`src/brr_pkg.sv`:
```
// Shared constants and types for branch resolution and register rotation
package brr_pkg;

    // Widths and register file geometry
    localparam int ADDR_W      = 64;
    localparam int DISP_W      = 21;
    localparam int BR_COUNT    = 8;
    localparam int BUNDLE_LSB  = 4;
    localparam logic [63:0] BUNDLE_BYTES = 64'h0000_0000_0000_0010;
    localparam logic [1:0]  SLOT_LOOP    = 2'h2;

    // Rotating regions
    localparam logic [7:0] GR_ROT_BASE = 8'h20;
    localparam logic [7:0] FR_ROT_BASE = 8'h20;
    localparam logic [7:0] FR_ROT_SIZE = 8'h60;
    localparam logic [7:0] PR_ROT_BASE = 8'h10;
    localparam logic [7:0] PR_ROT_SIZE = 8'h30;
    localparam logic [5:0] PR_TOP      = 6'h3F;
    localparam logic [6:0] SOR_MAX     = 7'h60;

    // Register map, byte addresses
    localparam logic [7:0] REG_LC_LO   = 8'h00;
    localparam logic [7:0] REG_LC_HI   = 8'h04;
    localparam logic [7:0] REG_EC      = 8'h08;
    localparam logic [7:0] REG_RRB     = 8'h0C;
    localparam logic [7:0] REG_SOR     = 8'h10;
    localparam logic [7:0] REG_STATUS  = 8'h14;

    // Field positions
    localparam int RRB_GR_LSB  = 0;
    localparam int RRB_FR_LSB  = 8;
    localparam int RRB_PR_LSB  = 16;
    localparam int ST_FAULT    = 0;
    localparam int ST_LEGACY   = 1;

    // Reset values
    localparam logic [63:0] LC_RST = 64'h0;
    localparam logic [5:0]  EC_RST = 6'h0;

    typedef enum logic [3:0] {
        OP_NONE       = 4'h0,
        OP_COND_JUMP  = 4'h1,
        OP_COND_CALL  = 4'h2,
        OP_COND_RET   = 4'h3,
        OP_ISA_SWITCH = 4'h4,
        OP_SIMPLE_LP  = 4'h5,
        OP_MOD_CTOP   = 4'h6,
        OP_MOD_CEXIT  = 4'h7,
        OP_MOD_WTOP   = 4'h8,
        OP_MOD_WEXIT  = 4'h9,
        OP_CLR_ALL    = 4'hA,
        OP_CLR_PRED   = 4'hB,
        OP_JR_TO_GPR  = 4'hC,
        OP_GPR_TO_JR  = 4'hD
    } brr_op_e;

    typedef struct packed {
        brr_op_e             op;
        logic [1:0]          slot;
        logic [5:0]          qp;
        logic                indirect;
        logic [DISP_W-1:0]   disp;
        logic [2:0]          bsrc;
        logic [2:0]          bdst;
        logic [ADDR_W-1:0]   ip;
    } brr_req_s;

    typedef struct packed {
        logic                redirect;
        logic [ADDR_W-1:0]   target;
        logic                flush;
        logic                isa_switch;
        logic                fault;
        logic                stack_call;
        logic                stack_ret;
        logic                gr_we;
        logic [ADDR_W-1:0]   gr_data;
    } brr_res_s;

endpackage

```
`src/brr_unit.sv`:
```
// Branch resolution, jump registers and rotating register rename bases
// Functional notes
// - Targets are bundle aligned; execution resumes at slot zero.
// - A taken branch squashes later instructions of its group.
// - IP-relative target adds signed 21-bit bundle displacement to bundle.
// - Indirect target comes from the selected jump register.
// - Conditional jump taken when its predicate reads one.
// - Taken call writes link address and adjusts register stack.
// - Return is indirect conditional jump plus stack adjustment.
// - Predicate zero always reads one.
// - ISA switch is unconditional, indirect, enters legacy set.
// - Simple loop: nonzero count decrements and takes; zero falls through.
// - Loop branches only in slot two; else illegal operation fault.
// - Moves between jump registers and general registers.
// - Predicates 16-63 and floats 32-127 rotate in fixed regions.
// - General rotating region starts at 32; size zero or multiple of 8.
// - Clear form zeroes all three bases; predicate form only one.
// - Modulo loop branch rotates by one toward higher numbers, wrapping.
// - Rotation renames through three bases in the frame marker.
// - General file rotates only if sized; others always rotate.
// - Each base decrements modulo its own region size.
// - Counted modulo loop, count nonzero: continue, decrement, pr16 one.
// - Count zero, epilog above one: continue, decrement epilog, pr16 zero.
// - Both counts zero: exit, nothing rotates, pr63 written zero.
// - While loop with predicate one: continue, rotate, pr16 zero.
`timescale 1ns/1ps
module brr_unit
    import brr_pkg::*;
#(
    parameter int NBR = BR_COUNT
)(
    // Clock and reset
    input  wire logic              i_clk,
    input  wire logic              i_rstn,
    // Branch issue
    input  wire logic              i_req_valid,
    input  wire brr_req_s          i_req,
    input  wire logic [63:0]       i_gpr_value,
    // Frame allocation
    input  wire logic              i_alloc_valid,
    input  wire logic [6:0]        i_alloc_sor,
    // Predicate writes and rename lookups
    input  wire logic              i_pr_we,
    input  wire logic [5:0]        i_pr_lnum,
    input  wire logic              i_pr_wval,
    input  wire logic [6:0]        i_gr_lnum,
    input  wire logic [6:0]        i_fr_lnum,
    output logic [6:0]             o_gr_pnum,
    output logic [6:0]             o_fr_pnum,
    output logic [63:0]            o_pred_file,
    // Branch result
    output brr_res_s               o_res,
    // Avalon-MM slave
    input  wire logic [7:0]        i_avs_address,
    input  wire logic              i_avs_read,
    input  wire logic              i_avs_write,
    input  wire logic [31:0]       i_avs_writedata,
    input  wire logic [3:0]        i_avs_byteenable,
    output logic [31:0]            o_avs_readdata,
    output logic                   o_avs_waitrequest
);

    logic [63:0]   br_r [NBR];
    logic [63:0]   pr_r;
    logic [63:0]   lc_r;
    logic [5:0]    ec_r;
    logic [6:0]    rrb_gr_r;
    logic [6:0]    rrb_fr_r;
    logic [5:0]    rrb_pr_r;
    logic [6:0]    sor_r;
    logic          fault_r;
    logic          legacy_r;
    logic          ack_r;
    logic [31:0]   rdata_r;

    // Renamed index inside a region; sum stays below twice the size
    function automatic logic [7:0] ren(input logic [7:0] l,
                                       input logic [7:0] base,
                                       input logic [7:0] rrb,
                                       input logic [7:0] size);
        logic [7:0] s;
        s = 8'h00;
        if (size == 8'h00 || l < base || l >= base + size) begin
            return l;
        end
        s = (l - base) + rrb;
        if (s >= size) begin
            s = s - size;
        end
        return base + s;
    endfunction

    function automatic logic [7:0] dec_mod(input logic [7:0] v,
                                           input logic [7:0] size);
        return (v == 8'h00) ? size - 8'h01 : v - 8'h01;
    endfunction

    function automatic logic [31:0] merge(input logic [31:0] old,
                                          input logic [31:0] wd,
                                          input logic [3:0]  be);
        logic [31:0] m;
        m = old;
        for (int b = 0; b < 4; b++) begin
            if (be[b]) begin
                m[b*8 +: 8] = wd[b*8 +: 8];
            end
        end
        return m;
    endfunction

    function automatic logic [5:0] pr_phys(input logic [5:0] l,
                                           input logic [5:0] rrb);
        logic [7:0] p;
        p = ren({2'h0, l}, PR_ROT_BASE, {2'h0, rrb}, PR_ROT_SIZE);
        return p[5:0];
    endfunction

    // Decode of the issued branch
    logic          qp_val;
    logic [63:0]   tgt_rel;
    logic [63:0]   tgt_ind;
    logic          taken;
    logic [63:0]   target;
    logic          rotate;
    logic          wr63;
    logic          v63;
    logic          lc_dec;
    logic          ec_dec;
    logic          fault;
    logic          clr_all;
    logic          clr_pr;
    logic          do_call;
    logic          do_ret;
    logic          do_isa;
    logic          gr_we;
    logic          br_we;
    logic          cont;
    logic          loop_op;
    logic [5:0]    p63;

    always_comb begin
        qp_val  = pr_r[pr_phys(i_req.qp, rrb_pr_r)];
        tgt_rel = {i_req.ip[63:BUNDLE_LSB] +
                   {{(60-DISP_W){i_req.disp[DISP_W-1]}}, i_req.disp},
                   4'h0};
        tgt_ind = {br_r[i_req.bsrc][63:BUNDLE_LSB], 4'h0};
        target  = i_req.indirect ? tgt_ind : tgt_rel;
        taken   = 1'b0;
        rotate  = 1'b0;
        wr63    = 1'b0;
        v63     = 1'b0;
        lc_dec  = 1'b0;
        ec_dec  = 1'b0;
        fault   = 1'b0;
        clr_all = 1'b0;
        clr_pr  = 1'b0;
        do_call = 1'b0;
        do_ret  = 1'b0;
        do_isa  = 1'b0;
        gr_we   = 1'b0;
        br_we   = 1'b0;
        cont    = 1'b0;
        loop_op = i_req.op inside {OP_SIMPLE_LP, OP_MOD_CTOP,
                  OP_MOD_CEXIT, OP_MOD_WTOP, OP_MOD_WEXIT};
        if (!i_req_valid) begin
            taken = 1'b0;
        end else if (loop_op && i_req.slot != SLOT_LOOP) begin
            fault = 1'b1;
        end else begin
            case (i_req.op)
                OP_COND_JUMP: taken = qp_val;
                OP_COND_CALL: begin
                    taken   = qp_val;
                    do_call = qp_val;
                    br_we   = qp_val;
                end
                OP_COND_RET: begin
                    target = tgt_ind;
                    taken  = qp_val;
                    do_ret = qp_val;
                end
                OP_ISA_SWITCH: begin
                    target = tgt_ind;
                    taken  = 1'b1;
                    do_isa = 1'b1;
                end
                OP_SIMPLE_LP: begin
                    target = tgt_rel;
                    taken  = (lc_r != 64'h0);
                    lc_dec = taken;
                end
                OP_MOD_CTOP, OP_MOD_CEXIT: begin
                    target = tgt_rel;
                    wr63   = 1'b1;
                    if (lc_r != 64'h0) begin
                        cont   = 1'b1;
                        lc_dec = 1'b1;
                        rotate = 1'b1;
                        v63    = 1'b1;
                    end else if (ec_r != 6'h0) begin
                        cont   = (ec_r > 6'h1);
                        ec_dec = 1'b1;
                        rotate = 1'b1;
                    end
                    // both zero: exit, v63 stays zero, no rotate
                    taken = (i_req.op == OP_MOD_CTOP) ? cont : !cont;
                end
                OP_MOD_WTOP, OP_MOD_WEXIT: begin
                    target = tgt_rel;
                    wr63   = 1'b1;
                    if (qp_val) begin
                        cont   = 1'b1;
                        rotate = 1'b1;
                    end else if (ec_r != 6'h0) begin
                        cont   = (ec_r > 6'h1);
                        ec_dec = 1'b1;
                        rotate = 1'b1;
                    end
                    taken = (i_req.op == OP_MOD_WTOP) ? cont : !cont;
                end
                OP_CLR_ALL:   clr_all = 1'b1;
                OP_CLR_PRED:  clr_pr  = 1'b1;
                OP_JR_TO_GPR: gr_we   = 1'b1;
                OP_GPR_TO_JR: br_we   = 1'b1;
                default:      taken   = 1'b0;
            endcase
        end
        p63 = pr_phys(PR_TOP, rrb_pr_r);
    end

    // Avalon bus decode
    logic          bus_acc;
    logic          bus_wr;
    logic [31:0]   rd_mux;

    assign bus_acc = i_avs_read | i_avs_write;
    assign bus_wr  = i_avs_write & ack_r;
    assign o_avs_waitrequest = bus_acc & ~ack_r;
    assign o_avs_readdata    = rdata_r;

    always_comb begin
        rd_mux = 32'h0;
        if (i_avs_address == REG_LC_LO) begin
            rd_mux = lc_r[31:0];
        end else if (i_avs_address == REG_LC_HI) begin
            rd_mux = lc_r[63:32];
        end else if (i_avs_address == REG_EC) begin
            rd_mux[5:0] = ec_r;
        end else if (i_avs_address == REG_RRB) begin
            rd_mux[RRB_GR_LSB +: 7] = rrb_gr_r;
            rd_mux[RRB_FR_LSB +: 7] = rrb_fr_r;
            rd_mux[RRB_PR_LSB +: 6] = rrb_pr_r;
        end else if (i_avs_address == REG_SOR) begin
            rd_mux[6:0] = sor_r;
        end else if (i_avs_address == REG_STATUS) begin
            rd_mux[ST_FAULT]  = fault_r;
            rd_mux[ST_LEGACY] = legacy_r;
        end
    end

    always_ff @(posedge i_clk) begin
        if (!i_rstn) begin
            ack_r   <= 1'b0;
            rdata_r <= 32'h0;
        end else begin
            ack_r <= bus_acc & ~ack_r;
            if (i_avs_read && !ack_r) begin
                rdata_r <= rd_mux;
            end
        end
    end

    // Loop and epilog counts; a bus write beats a same-cycle decrement
    logic [31:0] lc_lo_w;
    logic [31:0] lc_hi_w;
    logic [31:0] ec_w;
    assign lc_lo_w = merge(lc_r[31:0], i_avs_writedata, i_avs_byteenable);
    assign lc_hi_w = merge(lc_r[63:32], i_avs_writedata, i_avs_byteenable);
    assign ec_w    = merge({26'h0, ec_r}, i_avs_writedata, i_avs_byteenable);

    always_ff @(posedge i_clk) begin
        if (!i_rstn) begin
            lc_r <= LC_RST;
        end else if (bus_wr && i_avs_address == REG_LC_LO) begin
            lc_r <= {lc_r[63:32], lc_lo_w};
        end else if (bus_wr && i_avs_address == REG_LC_HI) begin
            lc_r <= {lc_hi_w, lc_r[31:0]};
        end else if (lc_dec) begin
            lc_r <= lc_r - 64'h1;
        end
    end

    always_ff @(posedge i_clk) begin
        if (!i_rstn) begin
            ec_r <= EC_RST;
        end else if (bus_wr && i_avs_address == REG_EC) begin
            ec_r <= ec_w[5:0];
        end else if (ec_dec) begin
            ec_r <= ec_r - 6'h1;
        end
    end

    // Sticky status; hardware set wins over a write-one clear
    logic st_clr_f;
    logic st_clr_l;
    assign st_clr_f = bus_wr && i_avs_address == REG_STATUS &&
                      i_avs_byteenable[0] && i_avs_writedata[ST_FAULT];
    assign st_clr_l = bus_wr && i_avs_address == REG_STATUS &&
                      i_avs_byteenable[0] && i_avs_writedata[ST_LEGACY];

    logic alloc_bad;
    assign alloc_bad = i_alloc_valid &&
                       (i_alloc_sor[2:0] != 3'h0 || i_alloc_sor > SOR_MAX);

    always_ff @(posedge i_clk) begin
        if (!i_rstn) begin
            fault_r  <= 1'b0;
            legacy_r <= 1'b0;
        end else begin
            fault_r  <= (fault_r & ~st_clr_f) | fault | alloc_bad;
            legacy_r <= (legacy_r & ~st_clr_l) | do_isa;
        end
    end

    // Rotating region size from frame allocation
    always_ff @(posedge i_clk) begin
        if (!i_rstn) begin
            sor_r <= 7'h0;
        end else if (i_alloc_valid && !alloc_bad) begin
            sor_r <= i_alloc_sor;
        end
    end

    // Rotation bases; clears and calls beat rotation
    logic [7:0] gr_dec;
    logic [7:0] fr_dec;
    logic [7:0] pr_dec;
    assign gr_dec = dec_mod({1'b0, rrb_gr_r}, {1'b0, sor_r});
    assign fr_dec = dec_mod({1'b0, rrb_fr_r}, FR_ROT_SIZE);
    assign pr_dec = dec_mod({2'h0, rrb_pr_r}, PR_ROT_SIZE);

    always_ff @(posedge i_clk) begin
        if (!i_rstn) begin
            rrb_gr_r <= 7'h0;
            rrb_fr_r <= 7'h0;
            rrb_pr_r <= 6'h0;
        end else if (clr_all || do_call) begin
            rrb_gr_r <= 7'h0;
            rrb_fr_r <= 7'h0;
            rrb_pr_r <= 6'h0;
        end else if (clr_pr) begin
            rrb_pr_r <= 6'h0;
        end else if (rotate) begin
            if (sor_r != 7'h0) begin
                rrb_gr_r <= gr_dec[6:0];
            end
            rrb_fr_r <= fr_dec[6:0];
            rrb_pr_r <= pr_dec[5:0];
        end
    end

    // Predicate file kept physically; the loop value is written to the
    // slot that reads as the top predicate now and as 16 after rotation
    always_ff @(posedge i_clk) begin
        if (!i_rstn) begin
            pr_r <= 64'h1;
        end else begin
            if (i_pr_we) begin
                pr_r[pr_phys(i_pr_lnum, rrb_pr_r)] <= i_pr_wval;
            end
            if (wr63) begin
                pr_r[p63] <= v63;
            end
            pr_r[0] <= 1'b1;
        end
    end
    assign o_pred_file = pr_r;

    // Jump register file
    always_ff @(posedge i_clk) begin
        if (!i_rstn) begin
            for (int k = 0; k < NBR; k++) begin
                br_r[k] <= 64'h0;
            end
        end else if (br_we) begin
            br_r[i_req.bdst] <= do_call ? i_req.ip + BUNDLE_BYTES
                                        : i_gpr_value;
        end
    end

    // Rename lookups for the register files
    logic [7:0] gr_p;
    logic [7:0] fr_p;
    assign gr_p = ren({1'b0, i_gr_lnum}, GR_ROT_BASE, {1'b0, rrb_gr_r},
                      {1'b0, sor_r});
    assign fr_p = ren({1'b0, i_fr_lnum}, FR_ROT_BASE, {1'b0, rrb_fr_r},
                      FR_ROT_SIZE);

    always_ff @(posedge i_clk) begin
        if (!i_rstn) begin
            o_gr_pnum <= 7'h0;
            o_fr_pnum <= 7'h0;
        end else begin
            o_gr_pnum <= gr_p[6:0];
            o_fr_pnum <= fr_p[6:0];
        end
    end

    // Registered branch result
    always_ff @(posedge i_clk) begin
        if (!i_rstn) begin
            o_res <= '0;
        end else begin
            o_res.redirect   <= taken;
            o_res.target     <= target;
            o_res.flush      <= taken;
            o_res.isa_switch <= do_isa;
            o_res.fault      <= fault;
            o_res.stack_call <= do_call;
            o_res.stack_ret  <= do_ret;
            o_res.gr_we      <= gr_we;
            o_res.gr_data    <= br_r[i_req.bsrc];
        end
    end

endmodule

```
`config.mk`:
```
export PLATFORM = sky130hd
export DESIGN_NAME = brr_unit
export DESIGN_NICKNAME = d
export VERILOG_FILES = /design/src/brr_pkg.sv /design/src/brr_unit.sv
export SDC_FILE = /design/constraint.sdc
export NUM_CORES = 2
export LEC_CHECK = 0
export ABC_AREA = 1
export BUFFER_PORTS_ARGS = -buffer_cell sky130_fd_sc_hd__buf_4
export CAP_MARGIN = 20
export CORE_MARGIN = 2
export CORE_UTILIZATION = 65
export DETAILED_ROUTE_END_ITERATION = 6
export PLACE_DENSITY = 0.87
export SYNTH_ARGS = -nofsm -noshare
export SYNTH_HDL_FRONTEND = slang
export SYNTH_SLANG_ARGS = --single-unit
```
`constraint.sdc`:
```
create_clock -name i_clk -period 15.9 [get_ports i_clk]
set_clock_uncertainty 0.15 [all_clocks]
set_input_delay 2.385 -clock i_clk [delete_from_list [all_inputs] [get_ports i_clk]]
set_output_delay 2.385 -clock i_clk [all_outputs]
set_load 0.1 [all_outputs]
```
==> run summary <==
First-iteration detailed-routing DRC count - 6814
Maximum root-to-sink buffer count - 3
Sequential cell area in the final layout - 0.0222 mm²
Final layout net count - 6705
Post-CTS Resized - 0
Setup repair after global routing missed its margin - false
Maximum fanout encountered on the critical timing path - 36
Buffers on Ports - 487
Mean instance size in the synthesized netlist - 8.20 µm²
Cell type contributing the most total cell area after synthesis - sky130_fd_sc_hd__edfxtp_1
Result of the run - finished with violations
Antenna Violating Nets Remaining - 0
Startpoint type of the worst setup path - primary input
Detailed Place HPWL - 120000 µm
Max_cap viols - 0
Violated checks - DRC
Worst path arrival time - 7930 ps
Highest clock rate - 129 MHz
Total leakage power - 23.7 nW
GRT Residual Overflow - 0
Worst slew margin relative to its limit - 20.9%
Endpoint kind of the worst setup timing path - register
Predominant post-synthesis flop cell - sky130_fd_sc_hd__edfxtp_1
Switching share of power - 33.8%
Number of warning messages in the yosys log - 0
Area of the multi-input gates - 0.0232 mm²
Clock network power share - 36.3%
TritonCTS clock tree - yes
Number of filler cells placed in the layout - 5286
Final count of hold timing violations - 0
Post-synthesis cell count - 5989
Total Power - 6.12 mW
Transition time of the tightest slew-check pin - 1190 ps
Routability cong. - 1.03
H-Tree Depth - 3
Starting utilization of the core area - 65.8%
Internal power summed over all cells - 4.05 mW
Total core area - 0.0746 mm²
Relative contribution of sequential cells to total power - 40.7%
Cts bufs inserted - 89
Combinational power share - 23.0%
WS Path Type - in2reg
IR Drop Worst-Case VDD - 0.125 mV
Clock insertion delay at the later pin of the skew report - 680 ps
DRC violations left - 2
Final TNS setup - 0 ps
Post-Route WL - 178000 µm
Top area cells in the synthesized netlist - sky130_fd_sc_hd__edfxtp_1 (31%), sky130_fd_sc_hd__dfxtp_1 (14%), sky130_fd_sc_hd__nor2_1 (7.1%), sky130_fd_sc_hd__nand2_1 (6.2%), sky130_fd_sc_hd__o21ai_0 (6.0%)
Number of enable flip-flop cells after synthesis - 512
Layout area overhead - 14.3%
Clk slew on worst S/H paths - 60 ps
Post-CTS setup repair buffer count - 0
Wire length per cell - 24.1 µm
Total global-route track usage - 44.5%
Clock root buffer master - sky130_fd_sc_hd__clkbuf_16
Std cell rows - 100
Fin crit share - 48.9%
Ratio of cells with drive above 1 in the final layout - 17.5%
Number of detailed-route iterations in the first pass - 7
Power per cell area - 109 mW/mm²
Final-report setup violation count - 0
Fraction of post-synthesis cell area in the top cell type by area - 31.3%
Final Critical Period - 7770 ps
FFs w/ async S/R, synth - 0%
Post-synthesis instance area - 0.0491 mm²
Vias after detailed routing - 47300
Die Y - 279 µm
Type of the worst min-delay path - reg2reg
Die Area - 0.0777 mm²
Total I/O pin count - 493
Portion of the post-synthesis area used by sequential elements - 45.1%
Final Max Slew Viols - 0
Synth unique cells - 67
Final core utilization - 75.3%
Number of antenna violations at the first check in global routing - 14
Width of the chip - 279 µm
Wire length of the first global-routing pass - 264000 µm
Number of register bits inferred by synthesis - 851
Number of global-route vias before repair - 45000
Required arrival time at the worst endpoint - 16060 ps
Net Sw Power - 2.07 mW
Number of clock sinks seen by CTS - 851
Drt via density - 6.41
Number of buffers inserted by hold repair at cts - 0
Pin count of the biggest net entering global routing - 135
[layer usage]
metal	GRT usage, %	up-vias	wire length, µm
li1	-	21000	-
met1	54.4	21800	61400
met2	70.3	3674	79800
met3	12.2	789	24500
met4	26.9	8	12100
met5	0	-	61
[state kept, by name (all words and copies together) (netlist names)]
| name | count |
|---|---|
| ack_r | 1 |
| br_r | 512 |
| ec_r | 6 |
| fault_r | 1 |
| lc_r | 64 |
| legacy_r | 1 |
| o_avs_readdata | 32 |
| o_fr_pnum | 7 |
| o_gr_pnum | 7 |
| o_pred_file | 63 |
| o_res | 130 |
| rrb_fr_r | 7 |
| rrb_gr_r | 7 |
| rrb_pr_r | 6 |
| sor_r | 7 |
[area by class of cell]
type	count	area share (%)
inverter	607	4.07
clock inverter	40	0.972
antenna	14	0.0624
sequential	851	39.5
tap	969	2.16
multi-input combinational	4240	41.4
timing repair buffer	537	7.30
clock buffer	123	4.54
[critical path, stage by stage]
cell and delay, ps:
sky130_fd_sc_hd__buf_4 130, sky130_fd_sc_hd__ha_1 240, sky130_fd_sc_hd__fa_1 480, sky130_fd_sc_hd__inv_1 40, sky130_fd_sc_hd__o21ai_2 640, sky130_fd_sc_hd__inv_2 310, sky130_fd_sc_hd__nand2_1 150, sky130_fd_sc_hd__nand3_1 80
sky130_fd_sc_hd__nand3_1 100, sky130_fd_sc_hd__nand2_1 50, sky130_fd_sc_hd__nand3b_1 140, sky130_fd_sc_hd__nand2_1 90, sky130_fd_sc_hd__nand2_2 70, sky130_fd_sc_hd__nand2_2 200, sky130_fd_sc_hd__inv_2 100, sky130_fd_sc_hd__o22ai_4 520
sky130_fd_sc_hd__nand4_4 740, sky130_fd_sc_hd__nand2_4 730, sky130_fd_sc_hd__buf_4 630
[worst paths after layout]
check | start | endpoint | slack [ps] | cells past startpoint
worst min register to register | o_avs_readdata[3] | o_avs_readdata[3] | 320 | 2
worst min-delay path | o_avs_readdata[3] | o_avs_readdata[3] | 320 | 2
worst max-delay path | i_req[92] | br_r[4][9] | 8130 | 19
worst max register to register | rrb_pr_r[0] | br_r[4][9] | 9430 | 18
[logic make-up after synthesis]
| family | Yosys count | synth area share, % |
|---|---|---|
| and+or+nand+nor | 2636 | 23.9 |
| AOI/OAI and AO/OA | 1257 | 14.7 |
| buffers and inverters | 901 | 7.91 |
| DFF | 851 | 45.1 |
| xor gates and xnor gates | 155 | 2.78 |
| adders and majority gates | 132 | 3.46 |
| muxes | 55 | 2.14 |
| other | 2 | 0.0153 |
[cell usage in the layout, fill, tap and decap left out, types with 14 or more instances in the layout]
cell	instances
sky130_fd_sc_hd__a211oi_1	17
sky130_fd_sc_hd__a21oi_1	265
sky130_fd_sc_hd__a31oi_1	95
sky130_fd_sc_hd__buf_4	531
sky130_fd_sc_hd__clkbuf_1	19
sky130_fd_sc_hd__clkbuf_16	93
sky130_fd_sc_hd__dfxtp_1	339
sky130_fd_sc_hd__diode_2	14
sky130_fd_sc_hd__edfxtp_1	512
sky130_fd_sc_hd__ha_1	126
sky130_fd_sc_hd__inv_1	592
sky130_fd_sc_hd__mux2i_1	15
sky130_fd_sc_hd__mux2i_4	40
sky130_fd_sc_hd__nand2_1	808
sky130_fd_sc_hd__nand3_1	327
sky130_fd_sc_hd__nand3b_1	37
sky130_fd_sc_hd__nand4_1	49
sky130_fd_sc_hd__nor2_1	928
sky130_fd_sc_hd__nor2_2	338
sky130_fd_sc_hd__nor3_1	71
sky130_fd_sc_hd__nor4_1	28
sky130_fd_sc_hd__o211ai_1	31
sky130_fd_sc_hd__o21ai_0	591
sky130_fd_sc_hd__o21bai_1	25
sky130_fd_sc_hd__o221ai_1	71
sky130_fd_sc_hd__o22ai_1	89
sky130_fd_sc_hd__xnor2_1	35
sky130_fd_sc_hd__xor2_1	119
[cells in the mapped netlist, types with 17 or more instances]
master                     instances
sky130_fd_sc_hd__clkbuf_1        184
sky130_fd_sc_hd__o221ai_1         71
sky130_fd_sc_hd__nand4_1          49
sky130_fd_sc_hd__inv_1           595
sky130_fd_sc_hd__a31oi_1          95
sky130_fd_sc_hd__nor2_1          932
sky130_fd_sc_hd__nand2_1         817
sky130_fd_sc_hd__buf_2            23
sky130_fd_sc_hd__a211oi_1         17
sky130_fd_sc_hd__ha_1            126
sky130_fd_sc_hd__nand3b_1         37
sky130_fd_sc_hd__o21bai_1         25
sky130_fd_sc_hd__nor2_2          334
sky130_fd_sc_hd__buf_6            44
sky130_fd_sc_hd__o211ai_1         31
sky130_fd_sc_hd__edfxtp_1        512
sky130_fd_sc_hd__a21oi_1         265
sky130_fd_sc_hd__buf_4            20
sky130_fd_sc_hd__o22ai_1          89
sky130_fd_sc_hd__o21ai_0         591
sky130_fd_sc_hd__xnor2_1          35
sky130_fd_sc_hd__nor4_1           28
sky130_fd_sc_hd__buf_1            19
sky130_fd_sc_hd__nand3_1         327
sky130_fd_sc_hd__dfxtp_1         339
sky130_fd_sc_hd__nor3_1           72
sky130_fd_sc_hd__mux2i_4          40
sky130_fd_sc_hd__xor2_1          119
[power groups by stage]
stage	logic [mW]	registers (mW)	clock network, mW
CTS	1.37	2.49	2.20
global placement	1.35	2.53	0
finish	1.41	2.49	2.22
global route	1.49	2.50	2.29
floorplan	0.636	2.85	0
detailed placement	1.36	2.53	0
[metrics by stage]
step	setup WS (ps)	cells	instance area, µm²	hold slack (ps)
finish	8130	7381	56100	323
global route	8000	7375	56100	336
CTS	8270	7363	56000	321
detailed placement	7570	7200	52900	312
global placement	7580	7199	52900	304
floorplan	8930	5992	49100	299
(Power assumes the default switching activity.)
